`src/common/frc_consts.svh`:
```
`ifndef FRC_CONSTS_SVH
`define FRC_CONSTS_SVH
`define FRC_CLK_HZ 10000000
`define FRC_PHASE_LOSS_MS 1000
`define FRC_NCAUSE 23
`define FRC_C_OC_ACC 5'h00
`define FRC_C_OC_STD 5'h01
`define FRC_C_OC_DEC 5'h02
`define FRC_C_OV_ACC 5'h03
`define FRC_C_OV_STD 5'h04
`define FRC_C_OV_DEC 5'h05
`define FRC_C_MOTOR_HEAT 5'h06
`define FRC_C_DRIVE_HEAT 5'h07
`define FRC_C_INST_PLOSS 5'h08
`define FRC_C_LOW_BUS 5'h09
`define FRC_C_SINK_HOT 5'h0A
`define FRC_C_BRAKE 5'h0B
`define FRC_C_GROUND 5'h0C
`define FRC_C_EXT_HEAT 5'h0D
`define FRC_C_STALL 5'h0E
`define FRC_C_OPTION 5'h0F
`define FRC_C_COMM_OPT 5'h10
`define FRC_C_PARAM_STORE 5'h11
`define FRC_C_THERMISTOR 5'h12
`define FRC_C_OUT_PHASE 5'h13
`define FRC_C_IN_PHASE 5'h14
`define FRC_C_RETRY_EXCESS 5'h15
`define FRC_C_OTHER 5'h16
`define FRC_CODE_NORMAL 4'h0
`define FRC_CODE_OTHER 4'hF
`define FRC_REG_CTRL 8'h00
`define FRC_REG_RETRY 8'h04
`define FRC_REG_STATUS 8'h08
`define FRC_REG_RECORD 8'h0C
`define FRC_REG_INT_STAT 8'h10
`define FRC_REG_INT_MASK 8'h14
`define FRC_REG_CMD 8'h18
`define FRC_LIMIT_RST 7'h00
`define FRC_WAIT_RST 4'h1
`define FRC_WAIT_MAX 4'hA
`define FRC_LIMIT_OUT_MIN 7'h65
`define FRC_LIMIT_OUT_BASE 7'h64
`define FRC_OUT_GUARD_RST 1'b1
`define FRC_IN_GUARD_RST 1'b0
`define FRC_EV_TRIP 0
`define FRC_EV_RETRY 1
`define FRC_EV_EXCESS 2
`define FRC_EV_SUCCESS 3
`endif

```
`src/common/frc_pkg.sv`:
```
package frc_pkg;
	typedef enum logic [1:0] {
		FRC_RUN = 2'b00,
		FRC_WAIT = 2'b01,
		FRC_RETRY = 2'b11,
		FRC_HOLD = 2'b10
	} frc_state_t;

	typedef struct packed {
		logic [3:0] power_fail_stop_select;
		logic input_phase_guard_enable;
		logic output_phase_guard_enable;
		logic [1:0] code_out_select;
		logic [2:0] retry_cause_select;
	} frc_ctrl_t;

	typedef struct packed {
		logic [3:0] retry_wait;
		logic [6:0] retry_limit;
	} frc_retry_t;
endpackage

```
`src/frc_top.sv`:
```
// Summary of operation
// - Retry cause select gates which fault causes may retry.
// - During a retry sequence only the first fault is kept in the record.
// - Retry reset keeps thermal and brake duty data; power-on reset clears them.
// - No retry for a parameter storage fault seen at power-on.
// - Non-selected fault during retry wait stops retrying, fault stays shown.
// - Faults injected by the test function never retry.
// - Code select 0 none, 1 always with zero normally, 2 only on fault.
// - Select 2 shows assigned terminal functions while fault-free.
// - Code is four bits on four lines, bit one turns transistor on.
// - Codes: normal 0, overcurrent 1-3, overvoltage 4, heat 5/6, power loss 7.
// - Codes: low bus 8, heatsink 9, brake A, ground B, C, D, options E, else F.
// - With select 1 or 2 a fault overrides terminal function assignment.
// - Output phase guard defaults on; off suppresses output phase trip.
// - Input phase guard, default off, trips after one second of phase loss.
// - With power-fail stop active, input phase loss starts deceleration instead.
// - Loss of first and second input phases shuts output off instead.
// - Retry failures beyond the retry limit raise the retry excess trip.
// - Retry starts only after the zero to ten second wait.
//
// The register offsets and the APB interface to the registers were left to the implementer.
`timescale 1ns/1ps
`default_nettype none
`include "frc_consts.svh"

module frc_top #(
	parameter int unsigned SEC_CYCLES = `FRC_CLK_HZ,
	parameter int unsigned PHASE_CYCLES = (`FRC_CLK_HZ / 1000) * `FRC_PHASE_LOSS_MS
) (
	input wire logic i_core_clk,
	input wire logic i_rst,
	input wire logic i_psel,
	input wire logic i_penable,
	input wire logic i_pwrite,
	input wire logic [7:0] i_paddr,
	input wire logic [31:0] i_pwdata,
	output logic o_pready,
	output logic [31:0] o_prdata,
	output logic o_pslverr,
	input wire logic [`FRC_NCAUSE-1:0] i_fault,
	input wire logic [3:0] i_term_func,
	input wire logic [2:0] i_in_phase_loss,
	input wire logic i_out_phase_loss,
	output logic [3:0] o_term_on,
	output logic o_trip,
	output logic o_retry_active,
	output logic o_retry_reset,
	output logic o_clear_accum,
	output logic o_pf_decel,
	output logic o_out_shutoff,
	output logic o_irq
);

	// ------------------------------------------------------------
	// Declarations
	// ------------------------------------------------------------

	frc_pkg::frc_ctrl_t ctrl;
	frc_pkg::frc_retry_t rcfg;
	frc_pkg::frc_state_t state;
	frc_pkg::frc_state_t next_state;

	logic [3:0] int_stat;
	logic [3:0] int_mask;
	logic [3:0] record_code;
	logic record_valid;
	logic [3:0] code;
	logic [3:0] next_code;
	logic code_valid;
	logic next_code_valid;
	logic [6:0] retry_cnt;
	logic [6:0] next_retry_cnt;
	logic [6:0] eff_limit;
	logic out_during_retry;
	logic boot;

	logic [23:0] tick_cnt;
	logic [5:0] sec_cnt;
	logic [23:0] ph_cnt;
	logic ph_persist;
	logic rs_loss;
	logic ilf_trip;
	logic lf_trip;

	logic [2:0] in_meta;
	logic [2:0] in_sync;
	logic out_meta;
	logic out_sync;

	logic [`FRC_NCAUSE-1:0] inj_vec;
	logic inj_flag;
	logic [`FRC_NCAUSE-1:0] cur_fault;
	logic [`FRC_NCAUSE-1:0] elig_mask;
	logic [4:0] first;
	logic any_fault;
	logic retry_ok;

	logic trip_ev;
	logic start_ev;
	logic excess_ev;
	logic ok_ev;
	logic rec_load;
	logic [3:0] events;

	logic wr;
	logic setup;
	logic sw_reset;
	logic inj_req;
	logic [31:0] next_prdata;
	logic next_slverr;
	logic [3:0] next_term;

	// ------------------------------------------------------------
	// Functions
	// ------------------------------------------------------------

	function automatic logic cause_eligible(input logic [2:0] sel, input logic [4:0] c);
		logic oc;
		logic ov;
		logic heat;
		logic listed;
		logic e;
		oc = (c == `FRC_C_OC_ACC) | (c == `FRC_C_OC_STD) | (c == `FRC_C_OC_DEC);
		ov = (c == `FRC_C_OV_ACC) | (c == `FRC_C_OV_STD) | (c == `FRC_C_OV_DEC);
		heat = (c == `FRC_C_MOTOR_HEAT) | (c == `FRC_C_DRIVE_HEAT) |
			(c == `FRC_C_EXT_HEAT) | (c == `FRC_C_THERMISTOR);
		// Heatsink, output phase and retry excess never retry
		listed = (c != `FRC_C_SINK_HOT) & (c != `FRC_C_OUT_PHASE) &
			(c != `FRC_C_RETRY_EXCESS);
		case (sel)
			3'h0: e = listed;
			3'h1: e = oc;
			3'h2: e = ov;
			3'h3: e = oc | ov;
			3'h4: e = listed & ~heat;
			3'h5: e = (c == `FRC_C_OC_ACC) | (c == `FRC_C_OC_DEC);
			default: e = 1'b0;
		endcase
		return e;
	endfunction

	function automatic logic [3:0] code_of(input logic [4:0] c);
		logic [3:0] r;
		case (c)
			`FRC_C_OC_ACC: r = 4'h1;
			`FRC_C_OC_STD: r = 4'h2;
			`FRC_C_OC_DEC: r = 4'h3;
			`FRC_C_OV_ACC, `FRC_C_OV_STD, `FRC_C_OV_DEC: r = 4'h4;
			`FRC_C_MOTOR_HEAT: r = 4'h5;
			`FRC_C_DRIVE_HEAT: r = 4'h6;
			`FRC_C_INST_PLOSS: r = 4'h7;
			`FRC_C_LOW_BUS: r = 4'h8;
			`FRC_C_SINK_HOT: r = 4'h9;
			`FRC_C_BRAKE: r = 4'hA;
			`FRC_C_GROUND: r = 4'hB;
			`FRC_C_EXT_HEAT: r = 4'hC;
			`FRC_C_STALL: r = 4'hD;
			`FRC_C_OPTION, `FRC_C_COMM_OPT: r = 4'hE;
			default: r = `FRC_CODE_OTHER;
		endcase
		return r;
	endfunction

	// Lowest index wins when several causes arrive together
	function automatic logic [4:0] first_cause(input logic [`FRC_NCAUSE-1:0] v);
		logic [4:0] r;
		r = 5'h00;
		for (int i = `FRC_NCAUSE - 1; i >= 0; i--) begin
			if (v[i]) begin
				r = 5'(i);
			end
		end
		return r;
	endfunction

	// ------------------------------------------------------------
	// Pin synchronisers
	// ------------------------------------------------------------

	always_ff @(posedge i_core_clk) begin
		if (i_rst) begin
			in_meta <= 3'h0;
			in_sync <= 3'h0;
			out_meta <= 1'b0;
			out_sync <= 1'b0;
		end else begin
			in_meta <= i_in_phase_loss;
			in_sync <= in_meta;
			out_meta <= i_out_phase_loss;
			out_sync <= out_meta;
		end
	end

	// ------------------------------------------------------------
	// Phase loss guards
	// ------------------------------------------------------------

	always_ff @(posedge i_core_clk) begin
		if (i_rst || !ctrl.input_phase_guard_enable || in_sync == 3'h0) begin
			ph_cnt <= 24'h000000;
		end else if (!ph_persist) begin
			ph_cnt <= ph_cnt + 24'h000001;
		end
	end

	// Gated by the live loss so a stale count cannot trip once the phase returns
	assign ph_persist = (ph_cnt == 24'(PHASE_CYCLES - 1)) & (in_sync != 3'h0) & ctrl.input_phase_guard_enable;
	assign rs_loss = in_sync[0] & in_sync[1];
	assign ilf_trip = ph_persist & ~rs_loss & (ctrl.power_fail_stop_select == 4'h0);
	assign lf_trip = out_sync & ctrl.output_phase_guard_enable;

	always_ff @(posedge i_core_clk) begin
		if (i_rst) begin
			o_pf_decel <= 1'b0;
			o_out_shutoff <= 1'b0;
		end else begin
			o_pf_decel <= ph_persist & ~rs_loss & (ctrl.power_fail_stop_select != 4'h0);
			o_out_shutoff <= ph_persist & rs_loss;
		end
	end

	// ------------------------------------------------------------
	// Fault gathering and eligibility
	// ------------------------------------------------------------

	always_comb begin
		cur_fault = i_fault | inj_vec;
		cur_fault[`FRC_C_OUT_PHASE] = lf_trip | inj_vec[`FRC_C_OUT_PHASE];
		cur_fault[`FRC_C_IN_PHASE] = ilf_trip | inj_vec[`FRC_C_IN_PHASE];
		cur_fault[`FRC_C_RETRY_EXCESS] = 1'b0;
	end

	genvar gi;
	generate
		for (gi = 0; gi < `FRC_NCAUSE; gi++) begin : g_elig
			assign elig_mask[gi] = cause_eligible(ctrl.retry_cause_select, 5'(gi));
		end
	endgenerate

	assign first = first_cause(cur_fault);
	assign any_fault = |cur_fault;
	assign eff_limit = (rcfg.retry_limit >= `FRC_LIMIT_OUT_MIN) ?
		(rcfg.retry_limit - `FRC_LIMIT_OUT_BASE) : rcfg.retry_limit;
	assign out_during_retry = (rcfg.retry_limit >= `FRC_LIMIT_OUT_MIN);
	assign retry_ok = elig_mask[first] & ~inj_flag & (eff_limit != 7'h00) &
		~(boot & (first == `FRC_C_PARAM_STORE));

	// Power-on window ends at the first fault-free cycle
	always_ff @(posedge i_core_clk) begin
		if (i_rst) begin
			boot <= 1'b1;
		end else if (!any_fault) begin
			boot <= 1'b0;
		end
	end

	// ------------------------------------------------------------
	// Retry sequencer
	// ------------------------------------------------------------

	always_comb begin
		next_state = state;
		next_code = code;
		next_code_valid = code_valid;
		next_retry_cnt = retry_cnt;
		trip_ev = 1'b0;
		start_ev = 1'b0;
		excess_ev = 1'b0;
		ok_ev = 1'b0;
		rec_load = 1'b0;
		unique case (state)
			frc_pkg::FRC_RUN, frc_pkg::FRC_RETRY: begin
				if (any_fault) begin
					trip_ev = 1'b1;
					rec_load = (state == frc_pkg::FRC_RUN);
					next_code_valid = 1'b1;
					if (retry_ok && retry_cnt < eff_limit) begin
						next_state = frc_pkg::FRC_WAIT;
						next_code = code_of(first);
					end else if (retry_ok) begin
						next_state = frc_pkg::FRC_HOLD;
						next_code = code_of(`FRC_C_RETRY_EXCESS);
						excess_ev = 1'b1;
					end else begin
						next_state = frc_pkg::FRC_HOLD;
						next_code = code_of(first);
					end
				end else if (state == frc_pkg::FRC_RETRY &&
					sec_cnt >= {rcfg.retry_wait, 2'b00}) begin
					// Healthy for four waits counts as a successful retry
					next_state = frc_pkg::FRC_RUN;
					next_retry_cnt = 7'h00;
					ok_ev = 1'b1;
				end
			end
			frc_pkg::FRC_WAIT: begin
				if ((|(cur_fault & ~elig_mask)) || inj_flag) begin
					next_state = frc_pkg::FRC_HOLD;
				end else if (sec_cnt >= {2'b00, rcfg.retry_wait}) begin
					next_state = frc_pkg::FRC_RETRY;
					next_retry_cnt = retry_cnt + 7'h01;
					next_code = `FRC_CODE_NORMAL;
					next_code_valid = 1'b0;
					start_ev = 1'b1;
				end
			end
			frc_pkg::FRC_HOLD: begin
				next_state = frc_pkg::FRC_HOLD;
			end
		endcase
		if (sw_reset) begin
			next_state = frc_pkg::FRC_RUN;
			start_ev = 1'b0;
			next_retry_cnt = 7'h00;
			next_code = `FRC_CODE_NORMAL;
			next_code_valid = 1'b0;
		end
	end

	always_ff @(posedge i_core_clk) begin
		if (i_rst) begin
			state <= frc_pkg::FRC_RUN;
			code <= `FRC_CODE_NORMAL;
			code_valid <= 1'b0;
			retry_cnt <= 7'h00;
		end else begin
			state <= next_state;
			code <= next_code;
			code_valid <= next_code_valid;
			retry_cnt <= next_retry_cnt;
		end
	end

	// Seconds timer restarts on every state change
	always_ff @(posedge i_core_clk) begin
		if (i_rst || next_state != state) begin
			tick_cnt <= 24'h000000;
			sec_cnt <= 6'h00;
		end else if (tick_cnt == 24'(SEC_CYCLES - 1)) begin
			tick_cnt <= 24'h000000;
			if (sec_cnt != 6'h3F) begin
				sec_cnt <= sec_cnt + 6'h01;
			end
		end else begin
			tick_cnt <= tick_cnt + 24'h000001;
		end
	end

	always_ff @(posedge i_core_clk) begin
		if (i_rst) begin
			record_code <= `FRC_CODE_NORMAL;
			record_valid <= 1'b0;
		end else if (rec_load) begin
			record_code <= code_of(first);
			record_valid <= 1'b1;
		end
	end

	// Retry reset spares thermal and brake duty accumulators
	always_ff @(posedge i_core_clk) begin
		if (i_rst) begin
			o_retry_reset <= 1'b0;
			o_clear_accum <= 1'b1;
		end else begin
			o_retry_reset <= start_ev;
			o_clear_accum <= sw_reset;
		end
	end

	always_ff @(posedge i_core_clk) begin
		if (i_rst) begin
			o_trip <= 1'b0;
			o_retry_active <= 1'b0;
		end else begin
			o_trip <= (next_state == frc_pkg::FRC_HOLD) ||
				(next_state == frc_pkg::FRC_WAIT && out_during_retry);
			o_retry_active <= (next_state == frc_pkg::FRC_WAIT);
		end
	end

	// ------------------------------------------------------------
	// Code terminals
	// ------------------------------------------------------------

	always_comb begin
		unique case (ctrl.code_out_select)
			2'h1: next_term = code;
			2'h2: next_term = code_valid ? code : i_term_func;
			default: next_term = i_term_func;
		endcase
	end

	always_ff @(posedge i_core_clk) begin
		if (i_rst) begin
			o_term_on <= 4'h0;
		end else begin
			o_term_on <= next_term;
		end
	end

	// ------------------------------------------------------------
	// Interrupts
	// ------------------------------------------------------------

	assign events = {ok_ev, excess_ev, start_ev, trip_ev};

	always_ff @(posedge i_core_clk) begin
		if (i_rst) begin
			int_stat <= 4'h0;
			o_irq <= 1'b0;
		end else begin
			// A new event beats a clear in the same cycle
			if (wr && i_paddr == `FRC_REG_INT_STAT) begin
				int_stat <= (int_stat & ~i_pwdata[3:0]) | events;
			end else begin
				int_stat <= int_stat | events;
			end
			o_irq <= |(int_stat & int_mask);
		end
	end

	// ------------------------------------------------------------
	// APB slave
	// ------------------------------------------------------------

	assign wr = i_psel & i_penable & i_pwrite;
	assign setup = i_psel & ~i_penable;
	assign sw_reset = wr & (i_paddr == `FRC_REG_CMD) & i_pwdata[0];
	assign inj_req = wr & (i_paddr == `FRC_REG_CMD) & i_pwdata[1];
	assign o_pready = 1'b1;

	always_ff @(posedge i_core_clk) begin
		if (i_rst) begin
			ctrl <= '{power_fail_stop_select: 4'h0,
				input_phase_guard_enable: `FRC_IN_GUARD_RST,
				output_phase_guard_enable: `FRC_OUT_GUARD_RST,
				code_out_select: 2'h0, retry_cause_select: 3'h0};
		end else if (wr && i_paddr == `FRC_REG_CTRL) begin
			ctrl <= i_pwdata[10:0];
		end
	end

	always_ff @(posedge i_core_clk) begin
		if (i_rst) begin
			rcfg <= '{retry_wait: `FRC_WAIT_RST, retry_limit: `FRC_LIMIT_RST};
		end else if (wr && i_paddr == `FRC_REG_RETRY) begin
			rcfg.retry_limit <= i_pwdata[6:0];
			// Waits above ten seconds clamp to ten
			rcfg.retry_wait <= (i_pwdata[11:8] > `FRC_WAIT_MAX) ? `FRC_WAIT_MAX : i_pwdata[11:8];
		end
	end

	always_ff @(posedge i_core_clk) begin
		if (i_rst) begin
			int_mask <= 4'h0;
		end else if (wr && i_paddr == `FRC_REG_INT_MASK) begin
			int_mask <= i_pwdata[3:0];
		end
	end

	// Injected fault lasts one cycle and is flagged as a test
	always_ff @(posedge i_core_clk) begin
		if (i_rst) begin
			inj_vec <= '0;
			inj_flag <= 1'b0;
		end else begin
			inj_vec <= inj_req ? (`FRC_NCAUSE'(1) << i_pwdata[12:8]) : '0;
			inj_flag <= inj_req;
		end
	end

	always_comb begin
		next_prdata = 32'h00000000;
		next_slverr = 1'b0;
		case (i_paddr)
			`FRC_REG_CTRL: next_prdata = {21'h000000, ctrl};
			`FRC_REG_RETRY: next_prdata = {20'h00000, rcfg.retry_wait, 1'b0, rcfg.retry_limit};
			`FRC_REG_STATUS: next_prdata = {7'h00, boot, 1'b0, retry_cnt,
				6'h00, state, 3'h0, code_valid, code};
			`FRC_REG_RECORD: next_prdata = {27'h0000000, record_valid, record_code};
			`FRC_REG_INT_STAT: next_prdata = {28'h0000000, int_stat};
			`FRC_REG_INT_MASK: next_prdata = {28'h0000000, int_mask};
			`FRC_REG_CMD: next_prdata = 32'h00000000;
			default: next_slverr = 1'b1;
		endcase
	end

	// Read data captured in setup so pready can stay high
	always_ff @(posedge i_core_clk) begin
		if (i_rst) begin
			o_prdata <= 32'h00000000;
			o_pslverr <= 1'b0;
		end else if (setup) begin
			o_prdata <= next_prdata;
			o_pslverr <= next_slverr;
		end
	end

endmodule
`default_nettype wire

```
`config.mk`:
```
export PLATFORM = sky130hd
export DESIGN_NAME = frc_top
export DESIGN_NICKNAME = d
export VERILOG_FILES = /design/src/common/frc_pkg.sv /design/src/frc_top.sv
export VERILOG_INCLUDE_DIRS = /design/src /design/src/common
export SDC_FILE = /design/constraint.sdc
export NUM_CORES = 1
export LEC_CHECK = 0
export BUFFER_PORTS_ARGS = -buffer_cell sky130_fd_sc_hd__buf_2
export CORE_ASPECT_RATIO = 0.75
export CORE_MARGIN = 1
export CORE_UTILIZATION = 55
export CTS_CLUSTER_SIZE = 24
export DETAILED_ROUTE_END_ITERATION = 12
export PLACE_DENSITY_LB_ADDON = 0.3
export RECOVER_POWER = 50
export SKIP_CTS_REPAIR_TIMING = 1
export SYNTH_ARGS = -nofsm -noshare
export SYNTH_HDL_FRONTEND = slang
export SYNTH_SLANG_ARGS = --single-unit
export TNS_END_PERCENT = 1
```
`constraint.sdc`:
```
create_clock -name i_core_clk -period 4.85 [get_ports i_core_clk]
set_input_delay 0.485 -clock i_core_clk [delete_from_list [all_inputs] [get_ports i_core_clk]]
set_output_delay 0.485 -clock i_core_clk [all_outputs]
set_load 0.005 [all_outputs]
```
Word-level counts from Yosys, hierarchy flattened
Memories as Yosys holds them, arrays and structs flattened. A register that Yosys moved wholly into a read port is not among the register bits. Cells that the tools add are included. Widths: inputs -> output; s select.

Register bits after elaboration: 176. ROM bits: 384. Memories: 3. Output and inout bits: 45.

$add $sub $neg: 5. Muxes and demuxes: 73. Reduce and logical (&&, ||, !) cells: 37. Shift-type cells: 1. Equality and inequality tests: 28. Bitwise logic cells: 33. Order comparisons: 6.

Memories: (no name shown) (depth 32, width 4, rd ports 1, clocked after memory_dff 1, write ports 0, line frc_top.sv:144) `case (c)`; (no name shown) (depth 32, width 4, rd ports 1, clocked after memory_dff 0, write ports 0, line frc_top.sv:144); (no name shown) (depth 32, width 4, rd ports 1, clocked after memory_dff 0, write ports 0, line frc_top.sv:144).

Operators with widths (number): $pmux 25 s6 (1); $mux 5 (22); $add 24x1->24 const B (2); $eq 24x24->1 const B (2); $mux 7 (5); $mux 4 (8); $mux 1 (25); $eq 8x5->1 const B (3); $and 23x23->23 (1); $not 23->23 (1); $or 23x23->23 (1); $reduce_or 23->1 (1); $shl 1x5->23 const A (1); $reduce_or 22->1 (1); $and 1x1->1 (18); $eq 8x4->1 const B (2); $pmux 4 s2 (2); $pmux 7 s2 (1); $mux 2 (6); $reduce_or 4->1 (3); $ne 2x2->1 const B (5); $reduce_or 2->1 (5); $and 4x4->4 (2); $eq 2x2->1 const B (4); 40 further kinds (61).

Logic depth before layout (Yosys ltp)
Gate-level depths: netlist (run 1).

Depth after elaboration: 40. Depth in mapped cells: 15. Mapped depth without buffers: 14.

Least setup slack after synthesis (run 1)
OpenSTA, ideal clock, no wires.

Path kind: in2reg. From: input i_fault[16]. To: register tick_cnt[20]. Arrival time: 3332 ps. Data required time: 4728 ps. Stages: 13. Buffers on the path: 1. Setup slack: 1396 ps. Cells stage by stage: or4_4 > o2111a_1 > o41ai_2 > a31o_2 > nand2_1 > ha_1 > a311oi_1 > o2111ai_1 > o31ai_1 > a21bo_2 > mux2i_1 > buf_4 > nor4b_2.

Cells in the longest elaborated chain, start to end: 31. Elaborated cells between the ends (all ways): 39. Those cells by class: eq/ne: 2; mux: 24; bitwise: 7; reduce/logical: 6.

RTL lines: start, declared (line frc_top.sv:40) `` input wire logic [`FRC_NCAUSE-1:0] i_fault, ``; $or 23x23->23 * (line frc_top.sv:227) `cur_fault = i_fault | inj_vec;`; $mux 5 (17 in series) (line frc_top.sv:169) `if (v[i]) begin`; $bmux 1 s5 (line frc_top.sv:245) `assign retry_ok = elig_mask[first] & ~inj_flag & (eff_limit != 7'h00) &`; $mux 1 (not written as such) (line frc_top.sv:245); $and 1x1->1 (3 in series) (line frc_top.sv:245); $logic_and 1x1->1 (line frc_top.sv:277) `if (retry_ok && retry_cnt < eff_limit) begin`; $mux 2 (line frc_top.sv:277); $mux 2 (line frc_top.sv:273) `if (any_fault) begin`; $pmux 2 s3 * (line frc_top.sv:271) `unique case (state)`; $mux 2 * (line frc_top.sv:311) `if (sw_reset) begin`; $ne 2x2->1 * (line frc_top.sv:336) `if (i_rst || next_state != state) begin`; $logic_or 1x1->1 * (line frc_top.sv:336); $reduce_or 2->1 (no line) *; end signal, assigned (line frc_top.sv:345) `tick_cnt <= tick_cnt + 24'h000001;`; end, declared (line frc_top.sv:77) `logic [23:0] tick_cnt;`.

Mark *: on every way between the ends. The rest lies on a longest branch, timed or not. The select of a mux whose other input is x is not followed. A chain may end at the register's enable or synchronous reset.

Worst setup path after layout (run 1)
From: register ph_cnt[0]. To: register tick_cnt[23].

Cells in the longest elaborated chain, start to end: 40. Elaborated cells between the ends (all ways): 48. Those cells by class: eq/ne: 3; mux: 28; bitwise: 11; reduce/logical: 6.

RTL lines: start, declared (line frc_top.sv:79) `logic [23:0] ph_cnt;`; start signal, assigned (line frc_top.sv:202) `ph_cnt <= ph_cnt + 24'h000001;`; $eq 24x24->1 * (line frc_top.sv:207) `assign ph_persist = (ph_cnt == 24'(PHASE_CYCLES - 1)) & (in_sync != 3'h0) & ctrl.input_phase_guard_enable;`; $and 1x1->1 * (2 in series) (line frc_top.sv:207); $and 1x1->1 * (2 in series) (line frc_top.sv:209) `assign ilf_trip = ph_persist & ~rs_loss & (ctrl.power_fail_stop_select == 4'h0);`; $or 1x1->1 * (line frc_top.sv:229) `` cur_fault[`FRC_C_IN_PHASE] = ilf_trip | inj_vec[`FRC_C_IN_PHASE]; ``; $mux 5 (21 in series) (line frc_top.sv:169); $bmux 1 s5 (line frc_top.sv:245); $mux 1 (not written as such) (line frc_top.sv:245); $and 1x1->1 (3 in series) (line frc_top.sv:245); $logic_and 1x1->1 (line frc_top.sv:277); $mux 2 (line frc_top.sv:277); $mux 2 (line frc_top.sv:273); $pmux 2 s3 * (line frc_top.sv:271); $mux 2 * (line frc_top.sv:311); $ne 2x2->1 * (line frc_top.sv:336); $logic_or 1x1->1 * (line frc_top.sv:336); $reduce_or 2->1 (no line) *.

Marks and branches as above.

==> results of run 1 <==
## Yosys cell counts, drive strengths merged (3+ instances only)
cell / instances
dfxtp: 167
nand2: 146
nor2: 123
a21oi: 87
nor3: 45
nand3: 44
clkbuf: 36
ha: 32
xor2: 30
o21ai: 28
inv: 26
nand4: 21
buf: 20
nor4: 18
xnor2: 18
nand2b: 14
nor2b: 14
or3: 14
a22oi: 13
and3: 12
a21o: 11
nand3b: 10
and4: 9
nor4b: 9
a222oi: 8
a31oi: 7
a211oi: 6
and2: 6
o31ai: 6
or4: 5
a311oi: 4
mux2i: 3
o2111a: 3
## layout by cell type, fill, tap and decap left out, types with 3 or more instances in the layout
| cell | Yosys | routed |
|---|---|---|
| clkbuf_1 | 36 | 29 |
| and3_1 | 12 | 12 |
| a31oi_1 | 7 | 7 |
| nor2b_1 | 14 | 14 |
| a21oi_1 | 86 | 86 |
| a22oi_1 | 13 | 13 |
| o2111a_1 | 3 | 3 |
| dfxtp_1 | 167 | 167 |
| nand2b_1 | 14 | 14 |
| or3_1 | 14 | 14 |
| nor4b_2 | 3 | 3 |
| and2_1 | 6 | 5 |
| nor4_2 | 3 | 5 |
| ha_1 | 32 | 32 |
| conb_1 | 2 | 13 |
| xor2_1 | 30 | 30 |
| buf_2 | 2 | 58 |
| inv_6 | 0 | 5 |
| nor2_1 | 123 | 123 |
| nand4_1 | 21 | 21 |
| nand3_1 | 43 | 43 |
| nor4_1 | 15 | 13 |
| a311oi_1 | 4 | 4 |
| a211oi_1 | 6 | 6 |
| a222oi_1 | 8 | 8 |
| clkinvlp_4 | 0 | 4 |
| nand3b_1 | 10 | 10 |
| or4_4 | 4 | 4 |
| clkbuf_16 | 0 | 17 |
| nor4b_1 | 6 | 6 |
| buf_4 | 16 | 8 |
| inv_1 | 26 | 26 |
| nor3_1 | 45 | 44 |
| a21o_1 | 11 | 11 |
| nand2_1 | 146 | 146 |
| xnor2_1 | 18 | 17 |
| o31ai_1 | 6 | 6 |
| and4_1 | 9 | 9 |
| o21ai_0 | 28 | 28 |
## layout make-up
cell class              count  area [sq um]  area share
clock buffers              17           425      0.0449
clock inverters            15           143      0.0150
inverters                  26          97.6      0.0103
multi-input cells         803          4760       0.502
flip-flops and latches    167          3340       0.353
well taps                 200           250      0.0264
repair buffers             95           459      0.0484
## flip-flops by register name, indices dropped and copies added, names as in the netlist, 4 cells and up
register / flops
sec_cnt: 6
ctrl: 11
int_stat: 4
o_prdata: 20
code: 4
record_code: 4
o_term_on: 4
rcfg: 11
inj_vec: 22
int_mask: 4
tick_cnt: 24
retry_cnt: 7
ph_cnt: 24
## cell families after synthesis
group                    after synthesis  synth area share
adder cells (fa/ha/maj)               32            0.0476
AO/OA/AOI/OAI                        207             0.160
AND/OR/NAND/NOR                      500             0.296
multiplexers                           3           0.00357
flip-flops                           167             0.397
other                                  2          0.000892
XOR/XNOR                              48            0.0500
buffers and inverters                 82            0.0449
## final timing paths
path	slack, ns	start	endpoint
worst max register to register	0.82	ph_cnt[0]$_SDFFE_PP0N_	tick_cnt[23]$_SDFF_PP0_
worst max-delay path	0.82	ph_cnt[0]$_SDFFE_PP0N_	tick_cnt[23]$_SDFF_PP0_
worst min register to register	0.44	in_meta[1]$_SDFF_PP0_	in_sync[1]$_SDFF_PP0_
worst min-delay path	0.26	i_in_phase_loss[2]	in_meta[2]$_SDFF_PP0_
## where the power goes
| part | total, uW | switching, uW | internal (uW) |
|---|---|---|---|
| clock network | 1310 | 590 | 717 |
| logic | 620 | 431 | 189 |
| registers | 1470 | 53.0 | 1420 |
## layer usage
layer  track usage  vias to the layer above
li1              -                     3839
met1         0.405                     3626
met2         0.461                      322
met3        0.0755                       34
met4        0.0865                        0
met5             0                        -
## stage by stage
stage,hold WS (ns),utilization
5_1_grt,0.261,0.645
6_report,0.265,0.645
4_1_cts,0.259,0.648
3_3_place_gp,0.420,0.610
3_5_place_dp,0.423,0.610
2_1_floorplan,0.414,-
## worst max-delay path: cells and delay by family, from the launching register on
kind	cells	cell delay [ns]
adder cells (fa/ha/maj)	1	0.26
AND/OR/NAND/NOR	5	1.33
multiplexers	1	0.21
AO/OA/AOI/OAI	4	1.38
flip-flops	1	0.34
buffers and inverters	1	0.37
==> metrics, run 1 <==
die area 15,800 sq um; fmax 248 MHz; IO buf count 85; core footprint 14,700 sq um; Layout Cells excl Fill 1,323; Post-Syn Area 8420 sq um; metal1 wirelength 10,200 um; status complete, but fails checks; Max Cap Violations 1; vias in the first global route 7,225; crit-path max FO 30; Worst Max-Slew Pin Slew 3.24 ns; Met2 Routed Length 9740 um; crit path max-delay cell type a21oi_1; crit start category flop; Async S/R FF share, synth 0; EDFF count, synth 0; Top Metal Used met4; CP Capture Type flop; Die Span X 145 um; Ys Warns 0; CTS H-tree lvls 4; I/O pin count 121; clock edge transition at the registers on the reported setup and hold paths 0.07 ns; Leak 0.00334 uW; synthesized area per cell 8.08 sq um; residual DRC count 0; drt pass-1 iters 6; Period minus WS final 4.03 ns; initial antenna violation count 0; GR Util All Layers 0.297; Worst EP required 5.15 ns; Pins Over Slew Limit 73; PwrDens 359 nW/um^2; skew final 0.00876 ns; Layout Nets 1,218; initial core utilization 0.573; Final Instance Area 9480 sq um; global placement routability congestion 0.960; clock root buffer clkbuf_16; total power 3400 uW; wire per inst 16.8 um; setup TNS 0 ns; post-placement cell count 1,291; Max stage delay on crit path 0.68 ns; Data arrival, critical path 4.33 ns; Worst VDD drop 0.350 mV; fraction of layout cells with a size suffix above 1 0.110; Worst Hold Class input pin to flop; via count 7,821; final setup vio count 0; Layout area overhead 12.7%; register area share after synthesis 0.397; die height 109 um; vias per cell 5.91; HPWL after DPL 16,000 um; Synth area leader dfxtp_1; CTS Buf Count 17; Seq cells post-synth 167; grt ovf 0; largest net degree at the start of global routing 73; fillers 1,282; Fin. Hold Viols 0; Slew Limit Headroom -1.16; R2R cell count 12; worst slack, placed 0.765 ns; clock tree buffer depth 2; Synth cell types 77; final worst path period share 0.832; Crit Path Category flop to flop; Routed Antenna Nets 0; CTS tree yes; failing checks max-capacitance violations, max-slew violations; Cell Chain, Critical Path ha_1 -> and3b_1 -> and4_1 -> and4_1 -> a21oi_1 -> or4b_1 -> a21oi_1 -> o31ai_1 -> a21bo_2 -> mux2i_2 -> buf_4 -> nor3_1; Mapped Cells 1,041; final worst-path setup slack 0.817 ns; share of the synthesized area in the top cell type 0.397; cell row count 38; met3 wire length 1880 um; Area contributors post-synth dfxtp_1, nand2_1, nor2_1, a21oi_1, ha_1; DP Area 8960 sq um; hold path cells 2; clock latency on the worst-skew pair 0.43 ns; unrepaired setup endpoints after global routing false; Synth Flop Type dfxtp_1; drt total wl 22,200 um; DR iter-0 viols 835; ANT cells 0; first-pass GRT wire length 35,900 um; clock sink total 167
No activity file was read; power rests on OpenSTA's default activity.
==> inputs of run 2 (changes only) <==
--- a/config.mk
+++ b/config.mk
@@ -6,6 +6,7 @@
 export SDC_FILE = /design/constraint.sdc
 export NUM_CORES = 1
 export LEC_CHECK = 0
+export ABC_AREA = 1
 export BUFFER_PORTS_ARGS = -buffer_cell sky130_fd_sc_hd__buf_2
 export CORE_ASPECT_RATIO = 0.75
 export CORE_MARGIN = 1
==> constraint.sdc (replaced) <==
create_clock -name i_core_clk -period 4.19 [get_ports i_core_clk]
set_input_delay 0.419 -clock i_core_clk [delete_from_list [all_inputs] [get_ports i_core_clk]]
set_output_delay 0.419 -clock i_core_clk [all_outputs]
set_load 0.005 [all_outputs]
==> run 2 against run 1 <==
The flow still finishes with violations (max-capacitance violations, max-slew violations); utilization is 0.68 points higher; non-clock buffer count fell by 4; flip-flop and latch count unchanged; sequential power increased by 17%; clock power is 27% higher; count of clock-buffer cells in the layout rose by 5; final cell count increased by 9.9%.
==> metrics, run 2 <==
status complete, but fails checks; failing checks max-capacitance violations, max-slew violations; core footprint 14,700 sq um (+0.32%); leading cell type in the layout, fill and taps excluded nand2_1; Worst EP required 4.50 ns (-0.65 ns); unrepaired setup endpoints after global routing false; residual DRC count 0 (unchanged); HPWL after DPL 15,400 um (-3.3%); die area 15,800 sq um (+0.28%); gr busiest metal met1; commonest non-fill, non-tap cells in the layout nand2_1, dfxtp_1, inv_1; drt pass-1 iters 5 (-1); final setup vio count 0 (unchanged); vias per cell 5.28 (-11%); CTS tree yes; fillers 1,299 (+1.3%); Worst Max-Slew Pin Slew 2.21 ns (-1.03 ns); Post-Synth Adder-Cell Area 0.0474 (-0.000134); clock latency on the worst-skew pair 0.44 ns (about the same); Global Route met3 Usage 0.0711 (-0.00441); met2 GRT Util 0.392 (-0.0694); Layout Nets 1,350 (+11%); mux share of post-synthesis cell area 0.00133 (-0.00223); ANT cells 0 (unchanged); Crit Path Category flop to flop; DP Area 9000 sq um (+0.47%); Worst VDD drop 0.302 mV (-14%); Routed Antenna Nets 0 (unchanged); grt ovf 0 (unchanged); Period minus WS final 3.73 ns (-0.304 ns); met1 Usage GRT 0.393 (-0.0119); EDFF count, synth 0 (unchanged); I/O pin count 121 (unchanged); Mapped Cells 1,153 (+11%); clock edge transition at the registers on the reported setup and hold paths 0.06 ns (about the same); drt total wl 20,700 um (-6.8%); Synth Flop Type dfxtp_1; Async S/R FF share, synth 0 (unchanged); clock sink total 167 (unchanged); clock tree buffer depth 2 (unchanged); Fin. Hold Viols 0 (unchanged); Layout Cells excl Fill 1,454 (+9.9%); Layout area overhead 13.9%; Synth area leader dfxtp_1; top cells by count, synth nand2_1, dfxtp_1, inv_1; CTS H-tree lvls 4 (unchanged); Die Span X 145 um (+0.14%); register area share after synthesis 0.396 (-0.00112); crit start category flop; Pins Over Slew Limit 81 (+11%); largest net degree at the start of global routing 41 (-44%); CTS Buf Count 17 (unchanged); Top Registers ph_cnt: 24 flops, tick_cnt: 24 flops, inj_vec: 22 flops; total power 4210 uW (+24%); initial antenna violation count 0 (unchanged); PwrDens 438 nW/um^2 (+22%); first-pass GRT wire length 33,700 um (-6.2%); final worst path period share 0.890 (+0.0585); Synth Area in XOR/XNOR 0.0301 (-0.0199); skew final 0.00865 ns (-0.000113 ns); initial core utilization 0.573 (about the same); die height 109 um (+0.14%); share of the synthesized area in the top cell type 0.396 (-0.00112); clock root buffer clkbuf_16; Final Instance Area 9610 sq um (+1.4%); combinational family with the most area after synthesis simple AND/OR/NAND/NOR gates; Leak 0.00393 uW (+18%); cell row count 38 (unchanged); fraction of layout cells with a size suffix above 1 0.131 (+0.0213); most frequent cell after synthesis nand2_1; post-placement cell count 1,423 (+10%); wire per inst 14.2 um (-15%); Synth cell types 51 (-34%); Slew Limit Headroom -0.472 (+0.689); vias in the first global route 6,741 (-6.7%); fmax 268 MHz (+8.2%); Worst Hold Class input pin to flop; Area contributors post-synth dfxtp_1, nand2_1, inv_1, nor2_1, a21oi_1; Worst R2R Setup Slack 0.46 ns (-0.36 ns); Ys Warns 0 (unchanged); global placement routability congestion 0.958 (-0.18%); Seq cells post-synth 167 (unchanged); IO buf count 85 (unchanged); GR Util All Layers 0.271 (-0.0258); DR iter-0 viols 626 (-25%); setup TNS 0 ns (unchanged); synthesized area per cell 7.32 sq um (-9.5%); Max Cap Violations 2 (+1); Data arrival, critical path 4.04 ns (-0.29 ns); crit-path max FO 24 (-20%); via count 7,670 (-1.9%); Post-Syn Area 8440 sq um (+0.28%); simple-gate share of the synthesized area 0.285 (-0.0108); Synth Area in Compound Gates 0.141 (-0.0188); CP Capture Type flop
[run 2: cell count changes after synthesis, moves of 22 or more]
cell      change
clkbuf_1     -22
inv_1       +130
nor2_4       +23
nand2_1      +49
nor2_1       +25
o21ai_0      +41
nand3_1      +25
[run 2: worst max-delay path, stage by stage, from the launching register on]
cell	delay (ns)
dfxtp_1	0.39
nor2_1	0.08
a211oi_1	0.26
and2_1	0.31
xor2_1	0.21
ha_1	0.27
a21oi_1	0.13
nand2_1	0.07
a21oi_1	0.15
nor2_1	0.05
o21ai_0	0.14
nand2_1	0.07
a21oi_1	0.35
nand4_2	0.22
a21oi_1	0.29
nor2_4	0.08
nand3_4	0.06
buf_6	0.39
nor2_1	0.08
[run 2: kinds of logic after synthesis]
| kind of cell | Yosys count |
|---|---|
| multiplexers | 1 |
| adder cells (fa/ha/maj) | 32 |
| AO/OA/AOI/OAI | 212 |
| buffers and inverters | 198 |
| XOR/XNOR | 29 |
| flip-flops | 167 |
| other | 2 |
| AND/OR/NAND/NOR | 512 |
[run 2: through the flow]
| step | hold WS, ns | util | setup WS (ns) |
|---|---|---|---|
| after detailed placement | 0.402 | 0.611 | 0.451 |
| after global placement | 0.395 | 0.611 | 0.525 |
| after CTS | 0.185 | 0.653 | 0.388 |
| final | 0.188 | 0.652 | 0.460 |
| after global routing | 0.179 | 0.652 | 0.104 |
| after floorplan | 0.388 | - | 1.20 |
[run 2: routing by layer]
layer,wire length (um),share of wire
met1,10200,0.50
met3,1950,0.094
met4,217,0.011
met2,8260,0.40
met5,0,0
[run 2: cell type report]
cell class / instances / area (sq um) / share of cell area
clock inverters: 9 / 138 / 0.0143
clock buffers: 22 / 494 / 0.0514
multi-input cells: 799 / 4310 / 0.448
well taps: 200 / 250 / 0.0260
flip-flops and latches: 167 / 3340 / 0.348
repair buffers: 91 / 454 / 0.0472
inverters: 166 / 623 / 0.0648
[run 2: where the power goes]
part | switching, uW | internal, uW | leakage [uW]
clock network | 653 | 1020 | 0.000309
logic | 597 | 225 | 0.00227
registers | 58.8 | 1660 | 0.00135
total | 1310 | 2900 | 0.00393
[run 2: path summary, 6_finish.rpt]
kind,start,endpoint,cells after the start
hold / removal,i_out_phase_loss,out_meta$_SDFF_PP0_,3
hold reg to reg,in_meta[0]$_SDFF_PP0_,in_sync[0]$_SDFF_PP0_,2
setup reg to reg,rcfg[1]$_SDFFE_PP0P_,tick_cnt[15]$_SDFF_PP0_,18
setup / recovery,rcfg[1]$_SDFFE_PP0P_,tick_cnt[15]$_SDFF_PP0_,18
